`config.mk`:
```
export PLATFORM = sky130hd
export DESIGN_NAME = rfpr_regs
export DESIGN_NICKNAME = d
export VERILOG_FILES = /design/src/rfpr_pkg.sv /design/src/rfpr_spi_shift.sv /design/src/rfpr_regs.sv
export SDC_FILE = /design/constraint.sdc
export NUM_CORES = 2
export LEC_CHECK = 0
export BUFFER_PORTS_ARGS = -buffer_cell sky130_fd_sc_hd__buf_2
export CORE_UTILIZATION = 30
export CTS_CLUSTER_SIZE = 16
export DETAILED_ROUTE_END_ITERATION = 16
export GPL_ROUTABILITY_DRIVEN = 0
export PLACE_DENSITY = 0.42
export SLEW_MARGIN = 25
export SYNTH_ARGS = -nofsm -noshare
export SYNTH_HDL_FRONTEND = slang
export SYNTH_SLANG_ARGS = --single-unit
```
`constraint.sdc`:
```
create_clock -name clk_sys -period 6 [get_ports clk_sys]
set_clock_uncertainty 0.1 [all_clocks]
set_input_delay 1.2 -clock clk_sys [delete_from_list [all_inputs] [get_ports clk_sys]]
set_output_delay 1.2 -clock clk_sys [all_outputs]
set_load 0.02 [all_outputs]
```
`src/rfpr_pkg.sv`:
```
package rfpr_pkg;
  // register addresses, seven bits as carried in the command byte
  localparam logic [6:0] ADDR_BUF = 7'h00;
  localparam logic [6:0] ADDR_AMP = 7'h0C;
  localparam logic [6:0] ADDR_PTR = 7'h0D;
  localparam logic [6:0] ADDR_TXB = 7'h0E;
  localparam logic [6:0] ADDR_RXB = 7'h0F;
  localparam logic [6:0] ADDR_LAST = 7'h10;
  localparam logic [6:0] ADDR_MASK = 7'h11;
  localparam logic [6:0] ADDR_FLAGS = 7'h12;

  // reset values; amp reset puts gain step one in bits 7-5
  localparam logic [7:0] RST_AMP = 8'h20;
  localparam logic [7:0] RST_PTR = 8'h00;
  localparam logic [7:0] RST_TXB = 8'h80;
  localparam logic [7:0] RST_RXB = 8'h00;
  localparam logic [7:0] RST_LAST = 8'h00;
  localparam logic [7:0] RST_MASK = 8'h00;
  localparam logic [7:0] RST_FLAGS = 8'h00;

  // amplifier field codes
  localparam logic [2:0] GAIN_MAX = 3'h1;
  localparam logic [2:0] GAIN_MIN = 3'h6;
  localparam logic [1:0] HF_BOOST = 2'h3;
  localparam logic [1:0] LF_DEFAULT = 2'h0;

  // command byte layout
  localparam int CMD_WRITE_BIT = 7;

  // event bit positions, shared by flags and mask
  localparam int EV_RX_TIMEOUT = 7;
  localparam int EV_RX_DONE = 6;
  localparam int EV_CRC_ERR = 5;
  localparam int EV_HDR_OK = 4;
  localparam int EV_TX_DONE = 3;
  localparam int EV_SCAN_DONE = 2;
  localparam int EV_HOP_CHANGE = 1;
  localparam int EV_ACT_FOUND = 0;

  // serial framing
  localparam logic [2:0] LAST_BIT = 3'h7;

  typedef enum logic [1:0] {ST_CMD, ST_WR, ST_RD} rfpr_state_e;

  typedef struct packed {
    logic [2:0] gain_step;
    logic [1:0] low_band_amp_current;
    logic reserved_bit;
    logic [1:0] high_band_amp_current;
  } rfpr_amp_s;

  typedef struct packed {
    logic valid;
    logic [7:0] data;
  } rfpr_byte_s;
endpackage

```
`src/rfpr_spi_shift.sv`:
```
`timescale 1ns/100ps
module rfpr_spi_shift (
  input wire logic clk_sys, // system clock
  input wire logic srst, // sync reset, high
  input wire logic spi_sclk, // serial clock from host
  input wire logic spi_nss_n, // frame select, low active
  input wire logic spi_mosi, // data from host
  output logic spi_miso_o, // data to host
  output logic spi_miso_oe, // drive enable for data to host
  input wire logic [7:0] tx_byte, // next byte to return
  output rfpr_pkg::rfpr_byte_s rx_evt // received byte, valid one cycle
);
  logic sclk_q;
  logic sclk_d;
  logic [7:0] rx_q;
  logic [7:0] rx_d;
  logic [7:0] tx_q;
  logic [7:0] tx_d;
  logic [2:0] cnt_q;
  logic [2:0] cnt_d;
  rfpr_pkg::rfpr_byte_s evt_q;
  rfpr_pkg::rfpr_byte_s evt_d;
  logic rise;
  logic fall;

  // sclk edges; host must hold each phase two clk_sys cycles
  assign rise = spi_sclk && !sclk_q && !spi_nss_n;
  assign fall = !spi_sclk && sclk_q && !spi_nss_n;

  // mode 0: sample on rise, shift out on fall, msb first
  always_comb begin
    sclk_d = spi_sclk;
    rx_d = rx_q;
    tx_d = tx_q;
    cnt_d = cnt_q;
    evt_d.valid = 1'b0;
    evt_d.data = evt_q.data;
    if (spi_nss_n) begin
      cnt_d = 3'h0;
    end else if (rise) begin
      rx_d = {rx_q[6:0], spi_mosi};
      cnt_d = cnt_q + 3'h1;
      if (cnt_q == rfpr_pkg::LAST_BIT) begin
        evt_d.valid = 1'b1;
        evt_d.data = {rx_q[6:0], spi_mosi};
      end
    end else if (fall) begin
      // a new byte is fetched only at a byte boundary
      tx_d = (cnt_q == 3'h0) ? tx_byte : {tx_q[6:0], 1'b0};
    end
  end

  always_ff @(posedge clk_sys) begin
    if (srst) begin
      sclk_q <= 1'b0;
      rx_q <= 8'h00;
      tx_q <= 8'h00;
      cnt_q <= 3'h0;
      evt_q <= '0;
    end else begin
      sclk_q <= sclk_d;
      rx_q <= rx_d;
      tx_q <= tx_d;
      cnt_q <= cnt_d;
      evt_q <= evt_d;
    end
  end

  assign rx_evt = evt_q;
  assign spi_miso_o = tx_q[7];
  assign spi_miso_oe = !spi_nss_n;

  AST_SPI_BYTE: assert property (@(posedge clk_sys) disable iff (srst)
    rise && cnt_q == 3'h7 |=> rx_evt.valid && rx_evt.data[0] == $past(spi_mosi))
    else $error("byte not delivered after eighth edge");
  AST_SPI_QUIET: assert property (@(posedge clk_sys) disable iff (srst)
    spi_nss_n |-> !spi_miso_oe ##1 !rx_evt.valid)
    else $error("serial output active outside a frame");
endmodule

```
`src/rfpr_regs.sv`:
```
`timescale 1ns/100ps
// Functional notes
// - gain bits 7-5, codes 1..6 only
// - high-band current 11 gives 150% boost
// - 0x0D buffer pointer, rw, reset zero
// - 0x0E transmit base, rw, reset 0x80
// - 0x0F receive base, rw, reset zero
// - 0x10 last packet start, read only
// - mask bits 7-4 suppress receive events
// - mask bits 3,2 suppress transmit, scan done
// - mask bits 1,0 suppress hop, activity found
// - event flags cleared by writing one
module rfpr_regs #(
  parameter int BUF_DEPTH = 256 // data buffer size in bytes
) (
  input wire logic clk_sys, // system clock, 40 MHz
  input wire logic srst, // sync reset, high
  input wire logic spi_sclk, // serial clock from host
  input wire logic spi_nss_n, // frame select, low active
  input wire logic spi_mosi, // data from host
  output logic spi_miso_o, // data to host
  output logic spi_miso_oe, // drive enable for data to host
  input wire logic [7:0] event_in, // modem event pulses, flag layout
  input wire logic last_start_valid, // pulse: new packet start address
  input wire logic [7:0] last_start_addr, // packet start address
  output rfpr_pkg::rfpr_amp_s amp_cfg, // amplifier settings
  output logic amp_boost_hf, // high-band boost active
  output logic [7:0] tx_payload_base, // transmit base location
  output logic [7:0] rx_payload_base, // receive base location
  output logic event_irq // interrupt to host, high
);
  rfpr_pkg::rfpr_byte_s rx_evt;
  logic [7:0] rd_data;
  rfpr_pkg::rfpr_state_e st_q;
  rfpr_pkg::rfpr_state_e st_d;
  logic [6:0] addr_q;
  logic [6:0] addr_d;
  rfpr_pkg::rfpr_amp_s amp_q;
  rfpr_pkg::rfpr_amp_s amp_d;
  rfpr_pkg::rfpr_amp_s amp_wr;
  logic [7:0] ptr_q;
  logic [7:0] ptr_d;
  logic [7:0] txb_q;
  logic [7:0] txb_d;
  logic [7:0] rxb_q;
  logic [7:0] rxb_d;
  logic [7:0] last_q;
  logic [7:0] last_d;
  logic [7:0] mask_q;
  logic [7:0] mask_d;
  logic [7:0] flags_q;
  logic [7:0] flags_d;
  logic [7:0] clr;
  logic irq_q;
  logic irq_d;
  logic wr_en;
  logic rd_done;
  logic buf_acc;
  logic [7:0] mem [BUF_DEPTH];

  rfpr_spi_shift u_shift (
    .clk_sys(clk_sys),
    .srst(srst),
    .spi_sclk(spi_sclk),
    .spi_nss_n(spi_nss_n),
    .spi_mosi(spi_mosi),
    .spi_miso_o(spi_miso_o),
    .spi_miso_oe(spi_miso_oe),
    .tx_byte(rd_data),
    .rx_evt(rx_evt)
  );

  // byte classification for the current frame
  assign wr_en = rx_evt.valid && st_q == rfpr_pkg::ST_WR;
  assign rd_done = rx_evt.valid && st_q == rfpr_pkg::ST_RD;
  assign buf_acc = (wr_en || rd_done) && addr_q == rfpr_pkg::ADDR_BUF;
  assign amp_wr = rx_evt.data;

  // frame sequencing and address walk
  always_comb begin
    st_d = st_q;
    addr_d = addr_q;
    if (spi_nss_n) begin
      st_d = rfpr_pkg::ST_CMD;
    end else if (rx_evt.valid) begin
      unique case (st_q)
        rfpr_pkg::ST_CMD: begin
          st_d = rx_evt.data[rfpr_pkg::CMD_WRITE_BIT] ? rfpr_pkg::ST_WR : rfpr_pkg::ST_RD;
          addr_d = rx_evt.data[6:0];
        end
        rfpr_pkg::ST_WR, rfpr_pkg::ST_RD: begin
          // buffer bursts stay on the buffer port, the pointer walks instead
          if (addr_q != rfpr_pkg::ADDR_BUF) begin
            addr_d = addr_q + 7'h01;
          end
        end
        default: begin
          st_d = rfpr_pkg::ST_CMD;
        end
      endcase
    end
  end

  always_ff @(posedge clk_sys) begin
    if (srst) begin
      st_q <= rfpr_pkg::ST_CMD;
      addr_q <= 7'h00;
    end else begin
      st_q <= st_d;
      addr_q <= addr_d;
    end
  end

  // register writes and hardware updates
  always_comb begin
    amp_d = amp_q;
    ptr_d = ptr_q;
    txb_d = txb_q;
    rxb_d = rxb_q;
    last_d = last_q;
    mask_d = mask_q;
    clr = 8'h00;
    if (buf_acc) begin
      ptr_d = ptr_q + 8'h01;
    end
    if (wr_en) begin
      unique case (addr_q)
        rfpr_pkg::ADDR_AMP: begin
          amp_d = amp_wr;
          // unused gain codes are dropped so the front end never sees them
          if (amp_wr.gain_step < rfpr_pkg::GAIN_MAX || amp_wr.gain_step > rfpr_pkg::GAIN_MIN) begin
            amp_d.gain_step = amp_q.gain_step;
          end
        end
        rfpr_pkg::ADDR_PTR: ptr_d = rx_evt.data;
        rfpr_pkg::ADDR_TXB: txb_d = rx_evt.data;
        rfpr_pkg::ADDR_RXB: rxb_d = rx_evt.data;
        rfpr_pkg::ADDR_MASK: mask_d = rx_evt.data;
        rfpr_pkg::ADDR_FLAGS: clr = rx_evt.data;
        default: begin
          // read-only and unmapped locations ignore writes
        end
      endcase
    end
    if (last_start_valid) begin
      last_d = last_start_addr;
    end
    // set beats clear so an event landing on the clear write survives
    flags_d = (flags_q & ~clr) | event_in;
    // flags keep masked events; only the interrupt is gated
    irq_d = |(flags_d & ~mask_d);
  end

  always_ff @(posedge clk_sys) begin
    if (srst) begin
      amp_q <= rfpr_pkg::RST_AMP;
      ptr_q <= rfpr_pkg::RST_PTR;
      txb_q <= rfpr_pkg::RST_TXB;
      rxb_q <= rfpr_pkg::RST_RXB;
      last_q <= rfpr_pkg::RST_LAST;
      mask_q <= rfpr_pkg::RST_MASK;
      flags_q <= rfpr_pkg::RST_FLAGS;
      irq_q <= 1'b0;
    end else begin
      amp_q <= amp_d;
      ptr_q <= ptr_d;
      txb_q <= txb_d;
      rxb_q <= rxb_d;
      last_q <= last_d;
      mask_q <= mask_d;
      flags_q <= flags_d;
      irq_q <= irq_d;
    end
  end

  // data buffer; no reset, contents are undefined at power up
  always_ff @(posedge clk_sys) begin
    if (buf_acc && wr_en) begin
      mem[ptr_q] <= rx_evt.data;
    end
  end

  // read data for the next serial byte, loaded at the byte boundary
  always_comb begin
    unique case (addr_q)
      rfpr_pkg::ADDR_BUF: rd_data = mem[ptr_q];
      rfpr_pkg::ADDR_AMP: rd_data = amp_q;
      rfpr_pkg::ADDR_PTR: rd_data = ptr_q;
      rfpr_pkg::ADDR_TXB: rd_data = txb_q;
      rfpr_pkg::ADDR_RXB: rd_data = rxb_q;
      rfpr_pkg::ADDR_LAST: rd_data = last_q;
      rfpr_pkg::ADDR_MASK: rd_data = mask_q;
      rfpr_pkg::ADDR_FLAGS: rd_data = flags_q;
      default: rd_data = 8'h00;
    endcase
  end

  assign amp_cfg = amp_q;
  assign amp_boost_hf = amp_q.high_band_amp_current == rfpr_pkg::HF_BOOST;
  assign tx_payload_base = txb_q;
  assign rx_payload_base = rxb_q;
  assign event_irq = irq_q;

  AST_GAIN_LEGAL: assert property (@(posedge clk_sys) disable iff (srst)
    wr_en && addr_q == rfpr_pkg::ADDR_AMP |=> amp_q.gain_step inside {[3'h1:3'h6]})
    else $error("gain step left the legal range");
  AST_HF_BOOST: assert property (@(posedge clk_sys) disable iff (srst)
    wr_en && addr_q == rfpr_pkg::ADDR_AMP && rx_evt.data[1:0] == 2'h3 |=> amp_boost_hf)
    else $error("boost not raised by code 11");
  AST_PTR_INC: assert property (@(posedge clk_sys) disable iff (srst)
    buf_acc |=> ptr_q == $past(ptr_q) + 8'h01)
    else $error("pointer did not advance on buffer access");
  AST_TXB_RST: assert property (@(posedge clk_sys)
    srst ##1 !srst |-> tx_payload_base == 8'h80 && rx_payload_base == 8'h00)
    else $error("base reset value wrong");
  AST_RXB_WR: assert property (@(posedge clk_sys) disable iff (srst)
    wr_en && addr_q == rfpr_pkg::ADDR_RXB |=> rx_payload_base == $past(rx_evt.data))
    else $error("receive base write lost");
  AST_LAST_RO: assert property (@(posedge clk_sys) disable iff (srst)
    wr_en && addr_q == rfpr_pkg::ADDR_LAST && !last_start_valid |=> $stable(last_q))
    else $error("read-only packet start was written");
  AST_IRQ_MASKED: assert property (@(posedge clk_sys) disable iff (srst)
    mask_q == 8'hFF && !(wr_en && addr_q == rfpr_pkg::ADDR_MASK) |=> !event_irq)
    else $error("interrupt raised with all events masked");
  AST_IRQ_TX: assert property (@(posedge clk_sys) disable iff (srst)
    event_in[3] && !mask_q[3] && !(wr_en && addr_q == rfpr_pkg::ADDR_MASK) |=> event_irq && flags_q[3])
    else $error("unmasked transmit event gave no interrupt");
  AST_FLAG_SET_WINS: assert property (@(posedge clk_sys) disable iff (srst)
    event_in[1] |=> flags_q[1])
    else $error("event flag lost against a clear");
  AST_IRQ_GATE: assert property (@(posedge clk_sys) disable iff (srst)
    event_irq |-> $past(|(flags_d & ~mask_d)))
    else $error("interrupt without an unmasked flag");
endmodule

```
==> impl_metrics.ini <==
[routing]
firstDrtPassIters = 5
route.vias.total = 42000
wirelength_um = 252000
ant_nets = 0
drc = 0
dr.first_iter.drc_count = 3944
wl_per_cell_um = 30.5
routed_via_density = 5.08

[floorplan]
dieWidth_um = 530
dieHeight_um = 530
coreArea_sq_um = 277000
io-pin-count = 50
dieArea_sq_um = 281000
initial_core_util = 0.302
fp-row-count = 193

[critical_path]
path_max_fanout = 16
worstPathRequired_ns = 6.38
path_buf_inv = 1
arrival_ns = 4.73
critical_path.top_delay_family = simple AND/OR/NAND/NOR gates
cp-end-kind = flip-flop
worstReg2RegStart = addr_q[0]
critPathMaxStageDelay_ns = 0.93
reg2reg_depth = 7
startpoint_type = flip-flop
cpMaxStageDelayCell = nor4_2
r2r-end = mem[202][7]
r2r_setup_slack_ns = 1.65
criticalPathCategory = flip-flop to flip-flop
crit_chain = inv_1 > ha_1 > nor2b_1 > nand2_1 > nor4_2 > nand3_1 > nor2_1

[synth]
synthFlopType = edfxtp_1
syn_nets = 4227
ys_seq_area_frac = 0.757
ys_top_cells_by_area = edfxtp_1 73%, mux4_2 13%, dfxtp_1 2.2%
synthArstFlopShare = 0
syn-cell-area_sq_um = 83800
synthCells = 4191
yosys.area.top_type = edfxtp_1
synth_edf_count = 2048
avgSynthCellArea_sq_um = 20.0
synth_cell_type_count = 71
synth-seq-cells = 2142
synth_top_area_share = 0.734
ys_warn_count = 0

[power_and_ir_drop]
sw_frac_of_total = 0.198
p_total_mw = 30.2
power_frac_seq = 0.535
clock_power_share = 0.463
p_int_mw = 24.2
p_leak_nw = 27.7
p_per_area_nw_per_um2 = 314
p_switching_mw = 5.97
p_comb_frac = 0.002
ir_drop_mv = 0.242

[cts]
cts_buffer_depth = 4
ctsHoldBuffers = 0
cts_sinks = 2142
cts_resized = 0
clk_latency_ns = 0.88
cts_tree = done
cts.clk_slew.worst_paths_ns = 0.06
h-tree-depth = 4
cts_buffers = 232
cts-root-buf = clkbuf_16
cts_setup_buffers = 0

[layout]
fillers = 25900
final_layout_size_suffix_gt1_frac = 0.234
area_delta_synth_final_pct = 14.8
final_nets = 4392
finalNonFillerCells = 8260
fin_area_sq_um = 96200

[placement]
dp_cells = 7826
placed_area_sq_um = 88800
io_buffers = 49
hpwlAfterDp_um = 154000

[timing]
finalSetupViolations = 0
rsz0062_at_grt = no
fin_crit_ns = 4.35
worstMarginPinSlew_ns = 1.15
fin_crit_sh = 0.726
maxSlewHeadroom = 0.231
final_max_slew_viol_count = 0
tns_ns = 0
whs_ns = 0.353
fmax_mhz = 230
finalHoldViolCount = 0

[global_route]
grt_pass1_vias = 42700
antenna_found_initial = 9
grt_pass1_wl_um = 351000
grt_max_degree = 155
grt_usage = 0.177
overflow = 0

[status]
status = finished clean

[hold_path]
worstHoldEndpoint = u_shift.rx_evt[7]
min_from = u_shift.rx_q[6]
min_delay_path_depth = 2
min_path_type = flip-flop to flip-flop

[run]
maxCapViolations = 0
## cell type report
type	instances	area, sq um	share of cell area
sequential	2142	63400	0.660
multi-input combinational	1782	19200	0.199
clock buffer	278	6000	0.0624
tap	3705	4640	0.0482
timing repair buffer	182	1540	0.0160
clock inverter	147	1300	0.0135
inverter	16	65.1	0.000677
antenna	8	20.0	0.000208
## cell usage after synthesis (10+ instances only)
cell type,instances
o221ai_1,10
nand2b_1,12
nand2_1,185
o22a_1,12
nor3_1,22
a221oi_1,26
buf_1,21
nor2_1,338
a22o_1,21
o211ai_1,23
a22oi_1,118
inv_1,13
and3_1,12
buf_4,49
o21ai_0,32
buf_2,69
dfxtp_1,94
nand3_1,41
o22ai_1,21
mux2_2,11
mux4_2,493
edfxtp_1,2048
a211o_1,12
mux2i_1,171
a211oi_1,16
clkbuf_1,103
nor2b_1,13
ha_1,14
a21oi_1,65
## cell usage in the layout, fill, tap and decap left out, types with 26 or more instances in the layout
cell type and instances:
buf_4 111, clkinv_2 47, nand3_1 41, edfxtp_1 2048, clkbuf_1 45, nor2_1 334
mux4_2 493, mux2i_1 171, clkinv_1 65, a22oi_1 118, a221oi_1 26, buf_2 48
nand2_1 169, dfxtp_1 79, clkbuf_16 233, o21ai_0 32, a21oi_1 65
## power by group through the flow
stage	Clock [mW]	Sequential [mW]	Combinational, mW
CTS	14.3	16.1	0.0677
detailed placement	0	16.5	0.0672
global route	14.8	16.1	0.0750
finish	14.0	16.1	0.0688
floorplan	0	16.5	0.0390
global placement	0	16.5	0.0669
## registers in the layout (all words and copies together), names as in the netlist, 3 cells and up
register / cells
amp_cfg: 8
mask_q: 8
tx_payload_base: 8
last_q: 8
rx_payload_base: 8
u_shift.cnt_q: 3
u_shift.rx_evt: 9
u_shift.tx_q: 8
mem: 2048
u_shift.rx_q: 7
addr_q: 7
flags_q: 8
ptr_q: 8
## worst max path at each step
stage,startpoint,slack (ns),end,cells after the start
floorplan,u_shift.rx_evt[6],1.32,amp_cfg[5],5
global placement,addr_q[0],1.47,mem[223][0],7
detailed placement,addr_q[0],1.46,mem[223][0],7
CTS,addr_q[0],1.42,mem[223][6],7
global route,addr_q[0],1.47,mem[202][7],7
finish,addr_q[0],1.65,mem[202][7],7
## worst register-to-register path, stage by stage, from the launching register on
cell,delay [ns]
dfxtp_1,0.36
inv_1,0.13
ha_1,0.19
nor2b_1,0.19
nand2_1,0.37
nor4_2,0.94
nand3_1,0.77
nor2_1,0.92
## cells by family after synthesis
kind of cell | share of synthesized area
DFF | 0.757
muxes | 0.154
and+or+nand+nor | 0.0338
AOI/OAI and AO/OA | 0.0361
buffers and inverters | 0.0160
adders and majority gates | 0.00209
xor gates and xnor gates | 0.000837
## per-layer routing
layer,vias up,GRT usage,part of all wire,routed length (um)
li1,17600,-,-,-
met1,22800,0.258,0.46,116000
met4,2,0.0412,0.022,5630
met5,-,0,0.000052,13
met2,1172,0.279,0.47,117000
met3,314,0.0262,0.051,12800
## metrics by stage
step                utilization  setup slack [ns]
finish                    0.347              1.65
global route              0.347              1.47
CTS                       0.347              1.42
detailed placement        0.321              1.46
global placement          0.321              1.47
floorplan                     -              1.32
No activity file was read; power rests on OpenSTA's default activity.
